## src/shared/ipc_pkg.sv

```systemverilog
/*
  Shared constants for the I/O pin configuration and DAC write block:
  pointer-byte modes, register selectors, field positions, reset values,
  load-mode encodings and the serial receiver state type.
  Assumes it is compiled before any design file that names it.
*/
`default_nettype none

package ipc_pkg;

  // pointer byte upper nibble
  localparam logic [3:0] MODE_CTRL    = 4'h0;
  localparam logic [3:0] MODE_DAC     = 4'h1;

  // control register selectors, pointer low nibble
  localparam logic [3:0] REG_GP       = 4'h3;
  localparam logic [3:0] REG_ADC_CFG  = 4'h4;
  localparam logic [3:0] REG_DAC_CFG  = 4'h5;
  localparam logic [3:0] REG_PD_CFG   = 4'h6;
  localparam logic [3:0] REG_LD_MODE  = 4'h7;
  localparam logic [3:0] REG_GPO_CFG  = 4'h8;
  localparam logic [3:0] REG_GPO_DATA = 4'h9;
  localparam logic [3:0] REG_GPI_CFG  = 4'hA;
  localparam logic [3:0] REG_OD_CFG   = 4'hC;
  localparam logic [3:0] REG_TRI_CFG  = 4'hD;

  // misc_analog_control field positions
  localparam int unsigned GP_PRECHARGE_BIT = 9;
  localparam int unsigned GP_BUF_EN_BIT    = 8;
  localparam int unsigned GP_LOCK_BIT      = 7;
  localparam int unsigned GP_WR_ALL_BIT    = 6;
  localparam int unsigned GP_ADC_RANGE_BIT = 5;
  localparam int unsigned GP_DAC_RANGE_BIT = 4;
  localparam logic [15:0] GP_DEFINED_MASK  = 16'h03F0;

  // values after reset
  localparam logic [15:0] GP_RST      = 16'h0000;
  localparam logic [7:0]  CFG_RST     = 8'h00;
  localparam logic [7:0]  PD_CFG_RST  = 8'hFF;
  localparam logic [11:0] DAC_RST     = 12'h000;

  // dac_load_mode encodings
  localparam logic [1:0] LOAD_DIRECT  = 2'h0;
  localparam logic [1:0] LOAD_HOLD    = 2'h1;
  localparam logic [1:0] LOAD_XFER    = 2'h2;

  localparam int unsigned NUM_CH = 8;
  localparam int unsigned DAC_W  = 12;

  // byte position inside a write frame
  localparam logic [1:0] BYTE_ADDR = 2'h0;
  localparam logic [1:0] BYTE_PTR  = 2'h1;
  localparam logic [1:0] BYTE_MSB  = 2'h2;
  localparam logic [1:0] BYTE_LSB  = 2'h3;

  typedef enum logic [3:0] {
    ST_IDLE = 4'h1,
    ST_BITS = 4'h2,
    ST_ACK  = 4'h4,
    ST_SKIP = 4'h8
  } ipc_rx_st_e;

endpackage : ipc_pkg

`default_nettype wire

```

## src/ipc_top.sv

```systemverilog
/*
  I/O pin configuration and DAC write logic behind a two-wire serial
  write port: frame receiver, control and pin configuration registers,
  pin function resolution, digital pin drive and DAC input/output codes.
  Assumes scl/sda and pin inputs are asynchronous pins, adc_conv_active
  comes from the ADC sequencer on clk_sys, and an outside pad resolves
  the open-drain sda level from sda_o/sda_oe_n.
*/
`timescale 1ns/10ps
`default_nettype none

module ipc_top #(
  parameter logic [6:0] SLAVE_ADDR = 7'h10  // bus address, arbitrary value
) (
  input  wire logic         clk_sys,
  input  wire logic         rst,
  input  wire logic         scl_i,
  input  wire logic         sda_i,
  output logic              sda_o,
  output logic              sda_oe_n,
  input  wire logic [7:0]   pin_i,
  output logic [7:0]        pin_o,
  output logic [7:0]        pin_oe_n,
  output logic [7:0]        pin_dac_en,
  output logic [7:0]        pin_adc_en,
  output logic [7:0]        pin_pd_en,
  output logic [7:0]        pin_tri_en,
  input  wire logic         adc_conv_active,
  output logic              adc_buf_pwr,
  output logic              adc_range_2x,
  output logic              dac_range_2x,
  output logic [7:0]        gpio_rd_val,
  output logic [95:0]       dac_code
);

  // pin synchronisers; stage 0 is read only by stage 1
  logic [2:0]           scl_sr_q;
  logic [2:0]           sda_sr_q;
  logic [7:0]           pin_s1_q;
  logic [7:0]           pin_s2_q;

  always_ff @(posedge clk_sys or posedge rst) begin
    if (rst) begin
      scl_sr_q <= 3'h7;
      sda_sr_q <= 3'h7;
      pin_s1_q <= 8'h00;
      pin_s2_q <= 8'h00;
    end else begin
      scl_sr_q <= {scl_sr_q[1:0], scl_i};
      sda_sr_q <= {sda_sr_q[1:0], sda_i};
      pin_s1_q <= pin_i;
      pin_s2_q <= pin_s1_q;
    end
  end

  // bus events from synchronised levels
  wire logic scl_rise   = scl_sr_q[1] & ~scl_sr_q[2];
  wire logic scl_fall   = ~scl_sr_q[1] & scl_sr_q[2];
  wire logic start_cond = scl_sr_q[1] & scl_sr_q[2] & ~sda_sr_q[1] & sda_sr_q[2];
  wire logic stop_cond  = scl_sr_q[1] & scl_sr_q[2] & sda_sr_q[1] & ~sda_sr_q[2];

  ipc_pkg::ipc_rx_st_e  st_q;
  logic [2:0]           bit_cnt_q;
  logic [1:0]           byte_idx_q;
  logic [6:0]           shift_q;
  logic                 ack_q;
  logic [7:0]           ptr_q;
  logic [7:0]           msb_q;
  logic [15:0]          wr_data_q;
  logic                 wr_stb_q;

  wire logic [7:0] rx_byte  = {shift_q, sda_sr_q[1]};
  wire logic       last_bit = (st_q == ipc_pkg::ST_BITS) && scl_rise && (bit_cnt_q == 3'h7);
  wire logic       addr_ok  = (rx_byte[7:1] == SLAVE_ADDR) && !rx_byte[0];
  wire logic [1:0] idx_next = (byte_idx_q == ipc_pkg::BYTE_LSB) ? ipc_pkg::BYTE_MSB : byte_idx_q + 2'h1;

  // frame receiver; reads and foreign addresses are left unacknowledged
  always_ff @(posedge clk_sys or posedge rst) begin
    if (rst) begin
      st_q       <= ipc_pkg::ST_IDLE;
      bit_cnt_q  <= 3'h0;
      byte_idx_q <= ipc_pkg::BYTE_ADDR;
      shift_q    <= 7'h00;
      ack_q      <= 1'b0;
    end else if (start_cond) begin
      st_q       <= ipc_pkg::ST_BITS;
      bit_cnt_q  <= 3'h0;
      byte_idx_q <= ipc_pkg::BYTE_ADDR;
      ack_q      <= 1'b0;
    end else if (stop_cond) begin
      st_q  <= ipc_pkg::ST_IDLE;
      ack_q <= 1'b0;
    end else begin
      case (st_q)
        ipc_pkg::ST_BITS: begin
          if (scl_rise) begin
            shift_q   <= rx_byte[6:0];
            bit_cnt_q <= bit_cnt_q + 3'h1;
            if (bit_cnt_q == 3'h7) begin
              st_q <= (byte_idx_q != ipc_pkg::BYTE_ADDR || addr_ok) ? ipc_pkg::ST_ACK : ipc_pkg::ST_SKIP;
            end
          end
        end
        ipc_pkg::ST_ACK: begin
          // drive low from the falling edge after bit 8 until the one after the ack clock
          if (scl_fall) begin
            ack_q <= !ack_q;
            if (ack_q) begin
              st_q       <= ipc_pkg::ST_BITS;
              byte_idx_q <= idx_next;
            end
          end
        end
        default: begin
          st_q <= st_q;
        end
      endcase
    end
  end

  // byte capture; a pair of data bytes commits as one word
  always_ff @(posedge clk_sys or posedge rst) begin
    if (rst) begin
      ptr_q     <= 8'h00;
      msb_q     <= 8'h00;
      wr_data_q <= 16'h0000;
      wr_stb_q  <= 1'b0;
    end else begin
      wr_stb_q <= last_bit && (byte_idx_q == ipc_pkg::BYTE_LSB);
      if (last_bit && byte_idx_q == ipc_pkg::BYTE_PTR) ptr_q <= rx_byte;
      if (last_bit && byte_idx_q == ipc_pkg::BYTE_MSB) msb_q <= rx_byte;
      if (last_bit && byte_idx_q == ipc_pkg::BYTE_LSB) wr_data_q <= {msb_q, rx_byte};
    end
  end

  assign sda_o    = 1'b0;
  assign sda_oe_n = ~ack_q;

  logic [15:0]          gp_q;
  logic [7:0]           adc_cfg_q;
  logic [7:0]           dac_cfg_q;
  logic [7:0]           pd_cfg_q;
  logic [7:0]           gpo_cfg_q;
  logic [7:0]           gpi_cfg_q;
  logic [7:0]           od_cfg_q;
  logic [7:0]           tri_cfg_q;
  logic [7:0]           gpo_data_q;
  logic [1:0]           dac_load_mode_q;

  // write decode
  wire logic [3:0] sel    = ptr_q[3:0];
  wire logic [7:0] wd     = wr_data_q[7:0];
  wire logic       ctl_wr = wr_stb_q && (ptr_q[7:4] == ipc_pkg::MODE_CTRL);
  wire logic       dac_wr = wr_stb_q && (ptr_q[7:4] == ipc_pkg::MODE_DAC);
  wire logic       lock   = gp_q[ipc_pkg::GP_LOCK_BIT];
  wire logic       cfg_ok = ctl_wr && !lock;
  wire logic       w_adc  = cfg_ok && (sel == ipc_pkg::REG_ADC_CFG);
  wire logic       w_dac  = cfg_ok && (sel == ipc_pkg::REG_DAC_CFG);
  wire logic       w_pd   = cfg_ok && (sel == ipc_pkg::REG_PD_CFG);
  wire logic       w_gpo  = cfg_ok && (sel == ipc_pkg::REG_GPO_CFG);
  wire logic       w_gpi  = cfg_ok && (sel == ipc_pkg::REG_GPI_CFG);
  wire logic       w_od   = cfg_ok && (sel == ipc_pkg::REG_OD_CFG);
  wire logic       w_tri  = cfg_ok && (sel == ipc_pkg::REG_TRI_CFG);
  wire logic       w_gp   = ctl_wr && (sel == ipc_pkg::REG_GP);
  wire logic       w_load = ctl_wr && (sel == ipc_pkg::REG_LD_MODE);
  wire logic       w_gpd  = ctl_wr && (sel == ipc_pkg::REG_GPO_DATA);
  wire logic       xfer   = w_load && (wd[1:0] == ipc_pkg::LOAD_XFER);

  // function classes: analog pair, digital pair, three-state, pull-down
  wire logic hit_an  = w_adc | w_dac;
  wire logic hit_dig = w_gpo | w_gpi;

  // own register takes the data; set bits are cleared from rival classes
  function automatic logic [7:0] cfg_next(input logic [7:0] cur, input logic own,
                                          input logic rival, input logic [7:0] d);
    cfg_next = own ? d : (rival ? (cur & ~d) : cur);
  endfunction : cfg_next

  wire logic [7:0] adc_cfg_d = cfg_next(adc_cfg_q, w_adc, hit_dig | w_tri | w_pd, wd);
  wire logic [7:0] dac_cfg_d = cfg_next(dac_cfg_q, w_dac, hit_dig | w_tri | w_pd, wd);
  wire logic [7:0] gpo_cfg_d = cfg_next(gpo_cfg_q, w_gpo, hit_an | w_tri | w_pd, wd);
  wire logic [7:0] gpi_cfg_d = cfg_next(gpi_cfg_q, w_gpi, hit_an | w_tri | w_pd, wd);
  wire logic [7:0] tri_cfg_d = cfg_next(tri_cfg_q, w_tri, hit_an | hit_dig | w_pd, wd);
  wire logic [7:0] pd_cfg_d  = cfg_next(pd_cfg_q, w_pd, hit_an | hit_dig | w_tri, wd);

  // configuration registers; pull-down owns every pin after reset
  always_ff @(posedge clk_sys or posedge rst) begin
    if (rst) begin
      adc_cfg_q <= ipc_pkg::CFG_RST;
      dac_cfg_q <= ipc_pkg::CFG_RST;
      gpo_cfg_q <= ipc_pkg::CFG_RST;
      gpi_cfg_q <= ipc_pkg::CFG_RST;
      tri_cfg_q <= ipc_pkg::CFG_RST;
      pd_cfg_q  <= ipc_pkg::PD_CFG_RST;
      od_cfg_q  <= ipc_pkg::CFG_RST;
    end else begin
      adc_cfg_q <= adc_cfg_d;
      dac_cfg_q <= dac_cfg_d;
      gpo_cfg_q <= gpo_cfg_d;
      gpi_cfg_q <= gpi_cfg_d;
      tri_cfg_q <= tri_cfg_d;
      pd_cfg_q  <= pd_cfg_d;
      if (w_od) od_cfg_q <= wd;
    end
  end

  // control, output data and load mode; reserved bits are never stored
  always_ff @(posedge clk_sys or posedge rst) begin
    if (rst) begin
      gp_q            <= ipc_pkg::GP_RST;
      gpo_data_q      <= ipc_pkg::CFG_RST;
      dac_load_mode_q <= ipc_pkg::LOAD_DIRECT;
    end else begin
      if (w_gp) gp_q <= wr_data_q & ipc_pkg::GP_DEFINED_MASK;
      if (w_gpd) gpo_data_q <= wd;
      if (xfer) dac_load_mode_q <= ipc_pkg::LOAD_HOLD;
      else if (w_load) dac_load_mode_q <= wd[1:0];
    end
  end

  // per-channel input and output codes
  for (genvar c = 0; c < ipc_pkg::NUM_CH; c++) begin : g_dac
    logic [11:0] in_q;
    logic [11:0] out_q;
    wire logic hit = dac_wr && (gp_q[ipc_pkg::GP_WR_ALL_BIT] ? dac_cfg_q[c] : ptr_q[2:0] == 3'(c));

    always_ff @(posedge clk_sys or posedge rst) begin
      if (rst) begin
        in_q  <= ipc_pkg::DAC_RST;
        out_q <= ipc_pkg::DAC_RST;
      end else begin
        if (hit) in_q <= wr_data_q[11:0];
        if (xfer) out_q <= in_q;
        else if (hit && dac_load_mode_q == ipc_pkg::LOAD_DIRECT) out_q <= wr_data_q[11:0];
      end
    end

    assign dac_code[c*ipc_pkg::DAC_W +: ipc_pkg::DAC_W] = out_q;
  end

  logic [7:0]           pin_o_q;
  logic [7:0]           pin_oe_n_q;
  logic [7:0]           gpio_rd_q;
  logic                 buf_pwr_q;

  // open-drain only pulls low; a released high is left to the pull-up
  wire logic [7:0] drive  = gpo_cfg_q & (~od_cfg_q | ~gpo_data_q);
  wire logic       buf_on = gp_q[ipc_pkg::GP_BUF_EN_BIT]
                          & (~gp_q[ipc_pkg::GP_PRECHARGE_BIT] | adc_conv_active);

  // registered pin drive, read path and buffer power
  always_ff @(posedge clk_sys or posedge rst) begin
    if (rst) begin
      pin_o_q    <= 8'h00;
      pin_oe_n_q <= 8'hFF;
      gpio_rd_q  <= 8'h00;
      buf_pwr_q  <= 1'b0;
    end else begin
      pin_o_q    <= gpo_data_q & ~od_cfg_q;
      pin_oe_n_q <= ~drive;
      gpio_rd_q  <= (gpo_cfg_q & gpo_data_q) | (~gpo_cfg_q & gpi_cfg_q & pin_s2_q);
      buf_pwr_q  <= buf_on;
    end
  end

  assign pin_o        = pin_o_q;
  assign pin_oe_n     = pin_oe_n_q;
  assign gpio_rd_val  = gpio_rd_q;
  assign adc_buf_pwr  = buf_pwr_q;
  assign pin_dac_en   = dac_cfg_q;
  assign pin_adc_en   = adc_cfg_q;
  assign pin_pd_en    = pd_cfg_q;
  assign pin_tri_en   = tri_cfg_q;
  assign adc_range_2x = gp_q[ipc_pkg::GP_ADC_RANGE_BIT];
  assign dac_range_2x = gp_q[ipc_pkg::GP_DAC_RANGE_BIT];
endmodule : ipc_top

`default_nettype wire

```

## config.mk

```make
export PLATFORM = sky130hd
export DESIGN_NAME = ipc_top
export DESIGN_NICKNAME = d
export VERILOG_FILES = /design/src/shared/ipc_pkg.sv /design/src/ipc_top.sv
export SDC_FILE = /design/constraint.sdc
export NUM_CORES = 1
export LEC_CHECK = 0
export BUFFER_PORTS_ARGS = -buffer_cell sky130_fd_sc_hd__buf_2
export CAP_MARGIN = 30
export CORE_UTILIZATION = 50
export DETAILED_ROUTE_END_ITERATION = 12
export PLACE_DENSITY = 0.79
export SKIP_CTS_REPAIR_TIMING = 1
export SLEW_MARGIN = 20
export SYNTH_ARGS = -nofsm -noshare
export SYNTH_HDL_FRONTEND = slang
export SYNTH_SLANG_ARGS = --single-unit
```

## constraint.sdc

```tcl
create_clock -name clk_sys -period 9.7 [get_ports clk_sys]
set_input_delay 0.485 -clock clk_sys [delete_from_list [all_inputs] [get_ports clk_sys]]
set_output_delay 0.485 -clock clk_sys [all_outputs]
set_load 0.02 [all_outputs]
```

**After elaboration in Yosys (flattened, before gate mapping)**

Cells that the tools add are included.

- Register bits: 353
- Input port bits: 13
- Logic and storage cells: 252

- Add/sub/neg operators: 2
- Equality and inequality tests: 31
- Mux-type cells: 60
- Bitwise gates (word level): 44
- Reductions and logical operators: 72

Operators with widths:

| kind | number |
|---|---|
| $mux W12 | 16 |
| $mux W8 | 12 |
| $and A8 B8 Y8 | 11 |
| $reduce_bool A2 Y1 | 21 |
| $not A8 Y8 | 5 |
| $logic_and A1 B1 Y1 | 36 |
| $mux W4 | 7 |
| $eq A4 B3 Y1 const B | 5 |
| $eq A4 B4 Y1 const B | 5 |
| $mux W2 | 8 |
| $or A8 B8 Y8 | 2 |
| $eq A3 B3 Y1 const B | 5 |
| $mux W1 | 12 |
| $mux W3 | 4 |
| $ne A4 B4 Y1 const B | 3 |
| $or A1 B1 Y1 | 10 |
| $and A1 B1 Y1 | 8 |
| $eq A4 B2 Y1 const B | 2 |
| $not A1 Y1 | 8 |
| $pmux W4 S2 | 1 |
| $reduce_and A4 Y1 | 2 |
| $eq A7 B5 Y1 const B | 1 |
| $eq A2 B2 Y1 const B | 3 |
| $eq A3 B2 Y1 const B | 2 |
| 17 further kinds | 20 |

**Depth between registers and ports, before layout**

Gate-level depths: netlist of run 1.

- Word-level depth: 9
- Depth in mapped cells: 8
- Depth with buffers taken out: 5

**Worst setup path before layout of run 1**

No wires, ideal clock.

- Path type: flip-flop to flip-flop
- From: reg scl_sr_q[1]
- To: reg msb_q[0]
- Library setup time: 0.125 ns
- Arrival: 1.833 ns
- Required time: 9.575 ns
- Setup slack: 7.742 ns
- Stages on the path, launching flop included: 5
- Clock period less this slack: 1.958 ns
- Cell sequence: dfstp_2 nor4b_1 nand3b_1 nor3_1 mux2_2

- Cells in the longest elaborated chain, start to end: 4

RTL lines:

| item | line | RTL |
|---|---|---|
| start, declared | ipc_top.sv:37 | `logic [2:0] scl_sr_q;` |
| start signal, assigned | ipc_top.sv:49 | `scl_sr_q <= {scl_sr_q[1:0], scl_i};` |
| $and A1 B1 Y1 | ipc_top.sv:57 | `wire logic scl_rise = scl_sr_q[1] & ~scl_sr_q[2];` |
| $logic_and A1 B1 Y1 (2 in series) | ipc_top.sv:73 | `wire logic last_bit = (st_q == ipc_pkg::ST_BITS) && scl_rise && (bit_cnt_q == 3'h7);` |
| $logic_and A1 B1 Y1 | ipc_top.sv:131 | `if (last_bit && byte_idx_q == ipc_pkg::BYTE_MSB) msb_q <= rx_byte;` |
| end signal, assigned | ipc_top.sv:131 |  |
| end, declared | ipc_top.sv:68 | `logic [7:0] msb_q;` |

Every way passes these cells.
A chain may end at the register's enable or synchronous reset.

**Final worst setup path of run 1**

- From: reg ptr_q[6]
- To: reg g_dac[3].in_q[7]

- Cells in the longest elaborated chain, start to end: 3

RTL lines:

| item | line | RTL |
|---|---|---|
| start, declared | ipc_top.sv:67 | `logic [7:0] ptr_q;` |
| start signal, assigned | ipc_top.sv:130 | `if (last_bit && byte_idx_q == ipc_pkg::BYTE_PTR) ptr_q <= rx_byte;` |
| $eq A4 B1 Y1 | ipc_top.sv:154 | `wire logic dac_wr = wr_stb_q && (ptr_q[7:4] == ipc_pkg::MODE_DAC);` |
| $logic_and A1 B1 Y1 | ipc_top.sv:154 |  |
| $logic_and A1 B1 Y1 | ipc_top.sv:225 | `wire logic hit = dac_wr && (gp_q[ipc_pkg::GP_WR_ALL_BIT] ? dac_cfg_q[c] : ptr_q[2:0] == 3'(c));` |
| end signal, assigned | ipc_top.sv:229 | `in_q <= ipc_pkg::DAC_RST;` |
| end signal, assigned | ipc_top.sv:232 | `if (hit) in_q <= wr_data_q[11:0];` |
| end, declared | ipc_top.sv:223 | `logic [11:0] in_q;` |

Every way passes these cells.

==> results of run 1 <==
metrics by stage:
stage               std cells  hold slack (ps)
detailed placement       1677              336
global route             1748             47.1
CTS                      1741             50.7
global placement         1674              334
finish                   1748             65.9
floorplan                1199              331
final cells by class:
type / count / area, um^2 / area share (%)
clock inverter: 8 / 100 / 0.582
clock buffer: 56 / 1130 / 6.57
timing repair buffer: 198 / 1120 / 6.53
inverter: 17 / 67.6 / 0.393
sequential: 353 / 8860 / 51.5
tap: 384 / 480 / 2.79
multi-input combinational: 732 / 5440 / 31.6
worst max-delay path by stage:
stage / startpoint / endpoint / slack (ps) / depth (start not counted)
after floorplan: rst / ack_q / 4510 / 1
after global placement: ptr_q[6] / g_dac[7].in_q[1] / 6480 / 4
after global routing: ptr_q[6] / g_dac[3].in_q[9] / 6350 / 4
after detailed placement: ptr_q[6] / g_dac[1].in_q[7] / 6470 / 4
final: ptr_q[6] / g_dac[3].in_q[7] / 6570 / 4
after CTS: ptr_q[6] / g_dac[5].in_q[5] / 6470 / 4
synth_stat cells, types with 5 or more instances:
master      n
a211o_1    17
a211oi_1    6
a21boi_0    5
a21oi_1   116
a22o_1     11
a31oi_1     9
and2_1     16
and3_1     10
buf_2      33
buf_6       7
clkbuf_1   50
dfrtp_1   330
dfstp_2    23
inv_1      17
mux2_2    147
mux2i_1   104
nand2_1    59
nand4_1     6
nor2_1    112
nor2b_1    13
nor3b_1    18
nor4b_1     6
o211ai_1    5
o21ai_0    11
o22ai_1     7
logic make-up (layout without fill, tap and decap cells):
logic type / after synthesis / after routing / share of synthesized area, %
flip-flops: 353 / 353 / 59.8
multiplexers: 255 / 255 / 18.5
AO/OA/AOI/OAI: 195 / 195 / 8.01
XOR/XNOR: 3 / 3 / 0.177
other: 1 / 1 / 0.0253
buffers and inverters: 114 / 279 / 3.60
adder cells (fa/ha/maj): 2 / 2 / 0.169
AND/OR/NAND/NOR: 276 / 276 / 9.78
per-layer routing:
| metal | global-route usage (%) | vias up | part of all wire, % | routed length (um) |
|---|---|---|---|---|
| met4 | 6.80 | 0 | 2.5 | 851 |
| met3 | 4.33 | 60 | 5.3 | 1760 |
| met1 | 30.8 | 4900 | 44 | 14800 |
| met2 | 35.8 | 241 | 48 | 16100 |
| li1 | - | 4482 | - | - |
| met5 | 0 | - | 0 | 0 |
where the power goes:
group          switching, W  leakage [nW]  internal, W
clock network      0.000552         0.604     0.000856
logic             0.0000315          4.31   0.00000737
registers        0.00000549          4.81      0.00148
==> run summary, run 1 <==
The highest fanout seen on the critical path is 15. The max capacitance violation total came out at 0. TritonCTS built the clock tree. The final hold violation count is 0. The all-layer global routing usage is between 20 and 25%.

The post-CTS clock slew at the launch and capture registers of the worst setup and hold paths is 60 ps. Once layout is complete, the utilization of the core stands at 59.4%. The starting density of the core came out at between 50% and 60%.

The number of standard-cell rows in the floorplan came out at slightly above 60. Walking the worst path, the cells encountered are nor3b_2 -> nand3b_1 -> nor2_1 -> mux2_2. The flow ran to the end, and the final reports show no timing, DRC or antenna violations. Yosys attributes the largest share of cell area to dfrtp_1, mux2_2, mux2i_1, dfstp_2, a21oi_1. The flip-flop and latch count after synthesis came out at around 350.

The final layout contains routed wiring with a total length of about 33 mm. The post-synthesis instance area came out at approximately 15000 um^2. The congestion estimate from routability-driven global placement came to approximately 0.78. The endpoint identified for the worst register-to-register timing path is g_dac[3].in_q[7]. In this run the cell area measured after placement is ~16000 um^2. The detail route stage leaves a number of antenna-violating nets equal to 0.

Setup repair after global routing left no endpoint under its margin. The largest net degree at the start of global routing came out at ~200. The total half-perimeter wirelength after legalization and detailed placement is 20.9 mm. Synthesis instantiated 58 different standard cells from the library. The net count after synthesis is 1214. Leaving out fill and tap cells, the most frequent cell in the layout is dfrtp_1. In the final layout, the registers with the most flip-flops are g_dac.in_q x96, g_dac.out_q x96, wr_data_q x12.

The largest voltage drop on the vdd net is 0.114 mV. The worst-margin pin slew is about 930 ps. The latest clock arrival within the worst-skew pair is about 520 ps. The dominant synthesized flop cell is dfrtp_1. The launch point of the worst hold path is scl_i. The number of buffers and inverters on the critical path is 0. The required time at the endpoint of the critical path is slightly above 10000 ps. The number of warnings reported in the yosys synthesis log is 0.

Along the worst hold path, the cell count comes to 1. The count of cells along the worst register-to-register path came out at 4. The floorplan step set the die height to between 150 and 200 um.

Dividing the final minimum period by the clock period gives roughly 32%. The share of cells above drive strength 1 came out at between 30 and 40%. The number of fillers in the final layout is ~2300. STA classifies the critical path endpoint as a flip-flop. Adding up every negative setup slack in the final design gives 0 ps. The area share of the largest cell type after synthesis is ~56%. Counting the buffers created by CTS gives 37. The gate family responsible for the most delay along the worst path is simple AND/OR/NAND/NOR gates. The slack of the worst reg-to-reg path is 6570 ps.

The arrival time reported for the critical path endpoint is 3530 ps. The count of TritonRoute iterations in the first routing pass is 5. The number of levels the H-tree was split into is 2.

The sequential-to-total area share from yosys stat came out at about three fifths. The synthesis-to-finish area growth came out at 16.0%. Counting every sink on the clock net gives roughly 350. The critical path in this run is classified as reg -> reg. The die width came out at ~170 um. The synthesized design contains 0 enable-type register cells. In the routed design, unresolved DRC markers number 0. In this run the power density over the cells is 171 nW/um^2.

Clock tree synthesis selected as its root buffer the cell clkbuf_16. The critical path's largest stage delay came out at 860 ps. The overall die area came out at a little over 30000 um^2. Across the routed clock network, the largest skew measured is 9.26 ps. The area of the core is just under 30000 um^2. Counting flops with an async set or reset pin after synthesis yields a share of 100%. After global routing the overflow that remains totals 0. The via total after detailed routing came out at between 9000 and 10000. The pre-CTS setup slack came out at 6470 ps. The normalized max-slew margin came out at between 30% and 40%. The layout net count came out at ~1400. The I/O pin count is 170.

The worst hold path belongs to the class in -> reg. The initial antenna violation count was 0. The count of final max-slew check failures is 0. The final setup violation count is 0. The power after layout is roughly 0.0029 W.

The routed design could run at a clock period as short as approximately 3100 ps. The count of mapped cells out of synthesis came out at around 1200. The number of diodes added for antenna fixing is 0. The global-route wire length before repair came out at 53.6 mm. The leakage power total came out at a little under 10 nW. On the critical path, the stage with the largest delay is an instance of nor2_1. The via density per instance is 5.54.

The via count of the first global-routing pass came out at 9598. For this run, the top clock speed supported by timing is approximately 320 MHz. With fillers left out, the area of the finished cells amounts to between 15000 and 20000 um^2. The count of routing violations after the opening detailed-route iteration came out at roughly 650. Setup slack closes at between 6000 and 7000 ps. The largest total area in the synthesized netlist belongs to dfrtp_1. Dividing the detail-routed wire length by the instance count gives 19.1 um. A synthesized cell averages ~12 um^2.

The endpoint with the worst hold slack is scl_sr_q[0]. The startpoint identified for the worst register-to-register timing path is ptr_q[6]. The number of buffers between clock root and the deepest sink came out at 3. In the layout the commonest cells are dfrtp_1, buf_2, mux2_2, a21oi_1, nor2_1. The quantity of I/O buffers inserted on ports is 168. The critical path launch point type is a flip-flop.
(Power assumes the default switching activity.)
==> run 2, diff against run 1 <==
==> constraint.sdc (replaced) <==
create_clock -name clk_sys -period 2.6 [get_ports clk_sys]
set_input_delay 0.13 -clock clk_sys [delete_from_list [all_inputs] [get_ports clk_sys]]
set_output_delay 0.13 -clock clk_sys [all_outputs]
set_load 0.02 [all_outputs]
==> run 2 against run 1 <==
Effect of this change: clock skew grew 18 ps; first-iteration DRC count grew 18%; critical path type unchanged; worst hold slack gained 190 ps; critical path depth grew 1; critical endpoint is now g_dac[6].out_q[4]; sequential share of layout area shrank 0.83 points; die area is the same; final cell count grew 1.8%; non-clock buffer count grew 28; register-to-register slack lost 6300 ps.
==> run summary, run 2 (synthesized netlist as in run 1, its figures left out) <==
The vertical die dimension is 174 um (unchanged). The worst-margin pin slew came out at 995 ps (+61.6 ps). The count of routing violations after the opening detailed-route iteration came out at 773 (+18%). The global-route wire length before repair came out at 54.4 mm (+1.5%).

The critical path launch point type is a flip-flop. Leaving out fill and tap cells, the most frequent cells in the layout are dfrtp_1, buf_2, mux2_2, a21oi_1, nor2_1. The count of final max-slew check failures came out at 0 (unchanged). The weighted congestion reported at the end of routability-driven placement is 0.780 (-0.26%). The power after layout is 0.0110 W (+270%). Setup repair after global routing left no endpoint under its margin. The count of TritonRoute iterations in the first routing pass is 4 (-1).

The net switching fraction of the power is 20.8% (+0.76 points). The summed negative setup slack over all endpoints was 0 ps (unchanged). The largest voltage drop on the vdd net came out at 0.527 mV (+360%).

The number of design rule violations left after detail routing came out at 0 (unchanged). The CTS sink count is 353 (unchanged). The quantity of I/O buffers inserted on ports came to 168 (unchanged). The latest clock arrival within the worst-skew pair was 520 ps (about the same). By startpoint and endpoint, the worst setup path is classified as reg -> reg. In the final layout, the registers with the most flip-flops are g_dac.in_q x96, g_dac.out_q x96, wr_data_q x12. The post-detailed-route wirelength per cell is 19.3 um (+1.1%). The layout net count is 1383 (+2.1%). The post-CTS clock slew at the launch and capture registers of the worst setup and hold paths is 60 ps (about the same). The worst setup path is captured at a flip-flop. The initial antenna violation count is 0 (unchanged). The overflow left after global routing is 0 (unchanged). The maximum clock frequency was 425 MHz (+33%). The worst clock skew on the final layout came out at 27.3 ps (+18.0 ps). The post-route antenna net violation count is 0 (unchanged). The highest fanout seen on the critical path came out at 95 (+80).

The flow ran to the end, and the final reports show no timing, DRC or antenna violations. The final hold violation count is 0 (unchanged). The power density relative to cell area is 628 nW/um^2 (+270%). The overall die area came out at 30400 um^2 (unchanged). The I/O pin count was 170 (unchanged). TritonCTS built the clock tree. The pre-CTS setup slack is 298 ps (-6170 ps). The total wirelength of the detailed-routed design is 34.4 mm (+2.9%). The via density per instance came out at 5.57 (+0.47%). The worst setup slack after layout is 246 ps (-6330 ps).

The total clock buffers created by CTS is 38 (+2.7%). The synthesis-to-finish area growth came out at 17.9%. The root buffer cell chosen for the clock tree is clkbuf_16. The die width came out at 174 um (unchanged).

The starting density of the core is 51.3% (unchanged). The max capacitance violation total came out at 0 (unchanged). The number of standard-cell rows in the floorplan came out at 62 (unchanged). The number of levels the H-tree was split into came out at 2 (unchanged). The power share of the clock group came out at 47.9% (about the same).

The power spent charging and discharging nets is 0.00228 W (+290%). The number of fillers in the final layout is 2280 (+0.40%). The normalized max-slew margin is 33.7% (-3.8 points). The power share of the combinational group came out at 1.5% (+0.2 points). The share of cells above drive strength 1 came out at 33.1% (+0.84 points). The via total after detailed routing is 9907 (+2.3%). The required time at the endpoint of the critical path is 3030 ps (-7070 ps). The leakage power total is 9.87 nW (+1.5%). The final cycle utilization of the critical path is 90.5% (+58 points). The final setup violation count is 0 (unchanged).

The area of the core is 28900 um^2 (unchanged). The via count of the first global-routing pass came out at 9978 (+4.0%). The number of diodes added for antenna fixing was 0 (unchanged). The tightest min-delay check is of the in -> async type. The final critical path time including I/O delays and setup came out at 2350 ps (-774 ps).

The library cell used most frequently in the layout, excluding fill and tap cells, is dfrtp_1. The core occupancy in the finished layout was 60.4% (+0.97 points). The relative contribution of sequential cells to total power came out at 50.6% (about the same). The total half-perimeter wirelength after legalization and detailed placement came out at 21.3 mm (+1.8%). The all-layer global routing usage came to 22.7% (+0.43 points). The number of buffers between clock root and the deepest sink is 3 (unchanged). The largest net degree at the start of global routing came out at 97 (-50%). The arrival time reported for the critical path endpoint came out at 2780 ps (-750 ps). The cell-internal power came out at 0.00868 W (+270%).
-- run 2: cell count changes in the layout (fill, tap and decap cells not counted), moves of 2 or more --
cell / change
clkbuf_8: -5
clkinvlp_4: +2
clkinv_2: +10
buf_4: +13
buf_12: +3
clkbuf_1: -2
dlygate4sd3_1: +12
-- run 2: power groups by stage --
stage	clock [W]	combinational [W]	sequential [W]
detailed placement	0	0.000163	0.00565
global route	0.00557	0.000195	0.00555
floorplan	0	0.000102	0.00564
global placement	0	0.000159	0.00565
CTS	0.00535	0.000162	0.00555
finish	0.00525	0.000168	0.00555
-- run 2: worst paths after layout --
kind / cells past startpoint / end / slack (ps) / startpoint
min: 3 / ptr_q[3] / 260 / rst
max reg2reg: 5 / g_dac[6].out_q[4] / 250 / ptr_q[0]
max in group asynchronous: 4 / sda_sr_q[1] / 1440 / rst
min in group clk_sys: 2 / pin_s1_q[6] / 260 / pin_i[6]
min reg2reg: 0 / pin_s2_q[4] / 330 / pin_s1_q[4]
max: 5 / g_dac[6].out_q[4] / 250 / ptr_q[0]
-- run 2: per-layer routing --
layer | wire length (um) | GRT usage (%) | share of wire (%) | vias up
li1 | - | - | - | 4529
met1 | 15200 | 30.6 | 44 | 5073
met2 | 16700 | 37.5 | 49 | 242
met3 | 1550 | 3.52 | 4.5 | 63
met4 | 958 | 8.11 | 2.8 | 0
met5 | 0 | 0 | 0 | -
-- run 2: through the flow --
| stage | instance area [um^2] | hold slack (ps) | instances |
|---|---|---|---|
| global route | 17500 | 266 | 1780 |
| floorplan | 14800 | 134 | 1199 |
| finish | 17500 | 255 | 1780 |
| global placement | 16100 | 237 | 1699 |
| CTS | 17300 | -296 | 1767 |
| detailed placement | 16100 | 239 | 1699 |
-- run 2: critical path, cell delays in order, from the launching register on --
cell	delay (ps)
dfrtp_1	760
and2_1	250
nand4_1	210
or3b_4	500
buf_12	230
a21oi_1	260
-- run 2: final cells by class --
type | instances | area [um^2] | area share (%)
timing repair buffer | 226 | 1400 | 8.02
inverter | 17 | 67.6 | 0.387
clock buffer | 48 | 1030 | 5.88
tap | 384 | 480 | 2.75
clock inverter | 20 | 194 | 1.11
multi-input combinational | 732 | 5450 | 31.2
sequential | 353 | 8860 | 50.7
==> run 3, diff against run 2 <==
--- a/config.mk
+++ b/config.mk
@@ -7,9 +7,11 @@
 export LEC_CHECK = 0
 export BUFFER_PORTS_ARGS = -buffer_cell sky130_fd_sc_hd__buf_2
 export CAP_MARGIN = 30
-export CORE_UTILIZATION = 50
+export CELL_PAD_IN_SITES_DETAIL_PLACEMENT = 0
+export CELL_PAD_IN_SITES_GLOBAL_PLACEMENT = 1
+export CORE_UTILIZATION = 43
 export DETAILED_ROUTE_END_ITERATION = 12
-export PLACE_DENSITY = 0.79
+export PLACE_DENSITY = 0.82
 export SKIP_CTS_REPAIR_TIMING = 1
 export SLEW_MARGIN = 20
 export SYNTH_ARGS = -nofsm -noshare
==> run 3 against run 2 <==
Effect of this change: first-iteration DRC count fell by 20%; non-clock buffer count increased by 2; wire length increased by 0.17%; via count is 2.3% lower; final cell count grew 3.7%; critical path depth is the same; clock skew decreased by 2.6 ps; largest cell class unchanged; register-to-register slack got worse by 30 ps; core utilization down 8.4 points; largest power group unchanged; clock power down 3%.
==> run summary, run 3 (synthesized netlist as in run 1, its figures left out) <==
The critical path goes through nor3b_2 -> nand4_1 -> or3b_4 -> buf_12 -> a31oi_1. The count of TritonRoute iterations in the first routing pass was 5 (+1). The instance count after placement with tap cells included is 1766 (+3.9%). The highest fanout seen on the critical path came out at 73 (-23%). The post-route antenna net violation count is 0 (unchanged).

The post-detailed-route wirelength per cell is 18.7 um (-3.4%). The power after layout is 0.0108 W (-1.3%). The overflow left after global routing is 0 (unchanged). The weighted congestion reported at the end of routability-driven placement is 0.795 (+1.9%). The count of routing violations after the opening detailed-route iteration came out at 616 (-20%).

The critical path's largest stage delay is 610 ps (-150 ps). The initial antenna violation count is 0 (unchanged). The global-route met3 utilization is 3.13% (-0.40 points).

The synthesis-to-finish area growth came out at 18.2%. The via count of the first global-routing pass is 9679 (-3.0%). The final setup violation count came to 0 (unchanged). The overall die area came out at 35200 um^2 (+16%).

The number of standard-cell rows in the floorplan came out at 67 (+8.1%). The met1 routing resource usage after global routing is 28.1% (-2.5 points). The arrival time reported for the critical path endpoint is 2810 ps (+30 ps).

In this run the most used layer during global routing was met2. The type of element capturing the critical path is a flip-flop. The total clock buffers created by CTS came out at 38 (unchanged).

The critical path buffer and inverter count is 1 (unchanged). The highest-delay cell along the critical path is or3b_4. The final hold violation count is 0 (unchanged). The CTS tree is done. The largest voltage drop on the vdd net is 0.375 mV (-29%). The I/O pin count came out at 170 (unchanged). The worst-margin pin slew came out at 967 ps (-27.8 ps). The final critical path time including I/O delays and setup is 2390 ps (+34.7 ps). The starting density of the core is 44.0% (-7.2 points). The die width is 188 um (+7.7%). Leaving out fill and tap cells, the most frequent cells in the layout are dfrtp_1, buf_2, mux2_2, a21oi_1, nor2_1.

The area of the core was 33700 um^2 (+16%). The via density per instance is 5.24 (-5.8%). The layout net count was 1385 (+0.14%). The total half-perimeter wirelength after legalization and detailed placement came out at 21.7 mm (+1.9%).

The number of buffers between clock root and the deepest sink is 3 (unchanged). The post-CTS clock slew at the launch and capture registers of the worst setup and hold paths came out at 60 ps (about the same). The largest net degree at the start of global routing is 106 (+9.3%). The number of levels the H-tree was split into came out at 2 (unchanged). The latest clock arrival within the worst-skew pair came to 520 ps (about the same). The cell at the root of the clock tree is clkbuf_16.

The required time at the endpoint of the critical path is 3020 ps (about the same). The worst clock skew on the final layout came out at 24.7 ps (-2.56 ps). The vertical die dimension is 188 um (+7.7%). In the final layout, the registers with the most flip-flops are g_dac.in_q x96, g_dac.out_q x96, wr_data_q x12. The CTS sink count was 353 (unchanged). The via total after detailed routing came out at 9677 (-2.3%). The share of cells above drive strength 1 came out at 32.8% (-0.26 points). STA classifies the critical path startpoint as a flip-flop. The number of diodes added for antenna fixing is 0 (unchanged). The maximum clock frequency is 419 MHz (-1.5%). The normalized max-slew margin is 35.5% (+1.9 points). The total wirelength of the detailed-routed design is 34.5 mm (+0.17%). The number of non-filler instances in the completed layout is 1846 (+3.7%). The most common library cell in the layout ignoring fill and taps is dfrtp_1. The max capacitance violation total came to 0 (unchanged).

The run finished with clean final reports. The global-route wire length before repair is 55.2 mm (+1.4%). The final cycle utilization of the critical path came out at 91.9% (+1.3 points).

By startpoint and endpoint, the worst setup path is classified as reg -> reg. The leakage power total came to 9.85 nW (-0.23%). The number of design rule violations left after detail routing is 0 (unchanged). The cell family contributing the most delay on the critical path is simple AND/OR/NAND/NOR gates. The met2 layer usage reported by global route came out at 31.8% (-5.7 points). In this run the worst hold path is classified as in -> async. The all-layer global routing usage came out at 19.7% (-3.0 points). Setup repair after global routing left no endpoint under its margin. The power density relative to cell area is 618 nW/um^2 (-1.6%). The count of final max-slew check failures came to 0 (unchanged). The quantity of I/O buffers inserted on ports came out at 168 (unchanged).
[run 3: changes by cell type in the layout (fill, tap and decap cells not counted), moves of 3 or more]
cell / change
clkinv_2: -7
clkbuf_1: +5
clkbuf_8: +4
buf_4: +3
bufinv_16: -3
[run 3: area by class of cell]
| cell class | count | area, um^2 |
|---|---|---|
| clock inverter | 10 | 61.3 |
| multi-input combinational | 732 | 5450 |
| timing repair buffer | 228 | 1400 |
| clock buffer | 58 | 1130 |
| tap | 448 | 561 |
| fill | 2961 | 16200 |
| inverter | 17 | 67.6 |
| sequential | 353 | 8860 |
[run 3: final timing paths]
path	slack, ps	depth (start not counted)	start	endpoint
min in group clk_sys	250	2	pin_i[6]	pin_s1_q[6]
min	210	3	rst	pin_adc_en[4]
max reg2reg	210	5	ptr_q[6]	g_dac[1].out_q[0]
max	210	5	ptr_q[6]	g_dac[1].out_q[0]
max in group asynchronous	1460	4	rst	g_dac[4].out_q[5]
min reg2reg	350	0	pin_s1_q[2]	pin_s2_q[2]
[run 3: per-layer routing]
metal	vias to the layer above	wire, um
met1	4912	16200
met3	42	1340
met4	0	503
met2	189	16500
li1	4534	-
met5	-	0
[run 3: per-stage QoR]
| step | worst slack (ps) | hold slack, ps | util, % | setup TNS, ps | cell area, um^2 |
|---|---|---|---|---|---|
| after global placement | 322 | 214 | 48.1 | 0 | 16200 |
| after CTS | 244 | -339 | 51.6 | 0 | 17400 |
| after detailed placement | 296 | 216 | 48.1 | 0 | 16200 |
| after floorplan | -2240 | 134 | - | -761070 | 14800 |
| final | 211 | 210 | 52.0 | 0 | 17500 |
| after global routing | 37.2 | 245 | 52.0 | 0 | 17500 |
[run 3: worst register-to-register path: stages (launching register included)]
cell and delay, ps:
dfrtp_1 420, nor3b_2 440, nand4_1 280, or3b_4 610
buf_12 270, a31oi_1 270
[run 3: power by group]
group	leakage, nW	switching, W	internal [W]
combinational	4.46	0.000120	0.0000422
sequential	4.81	0.0000203	0.00553
clock	0.580	0.00212	0.00299
total	9.85	0.00226	0.00856
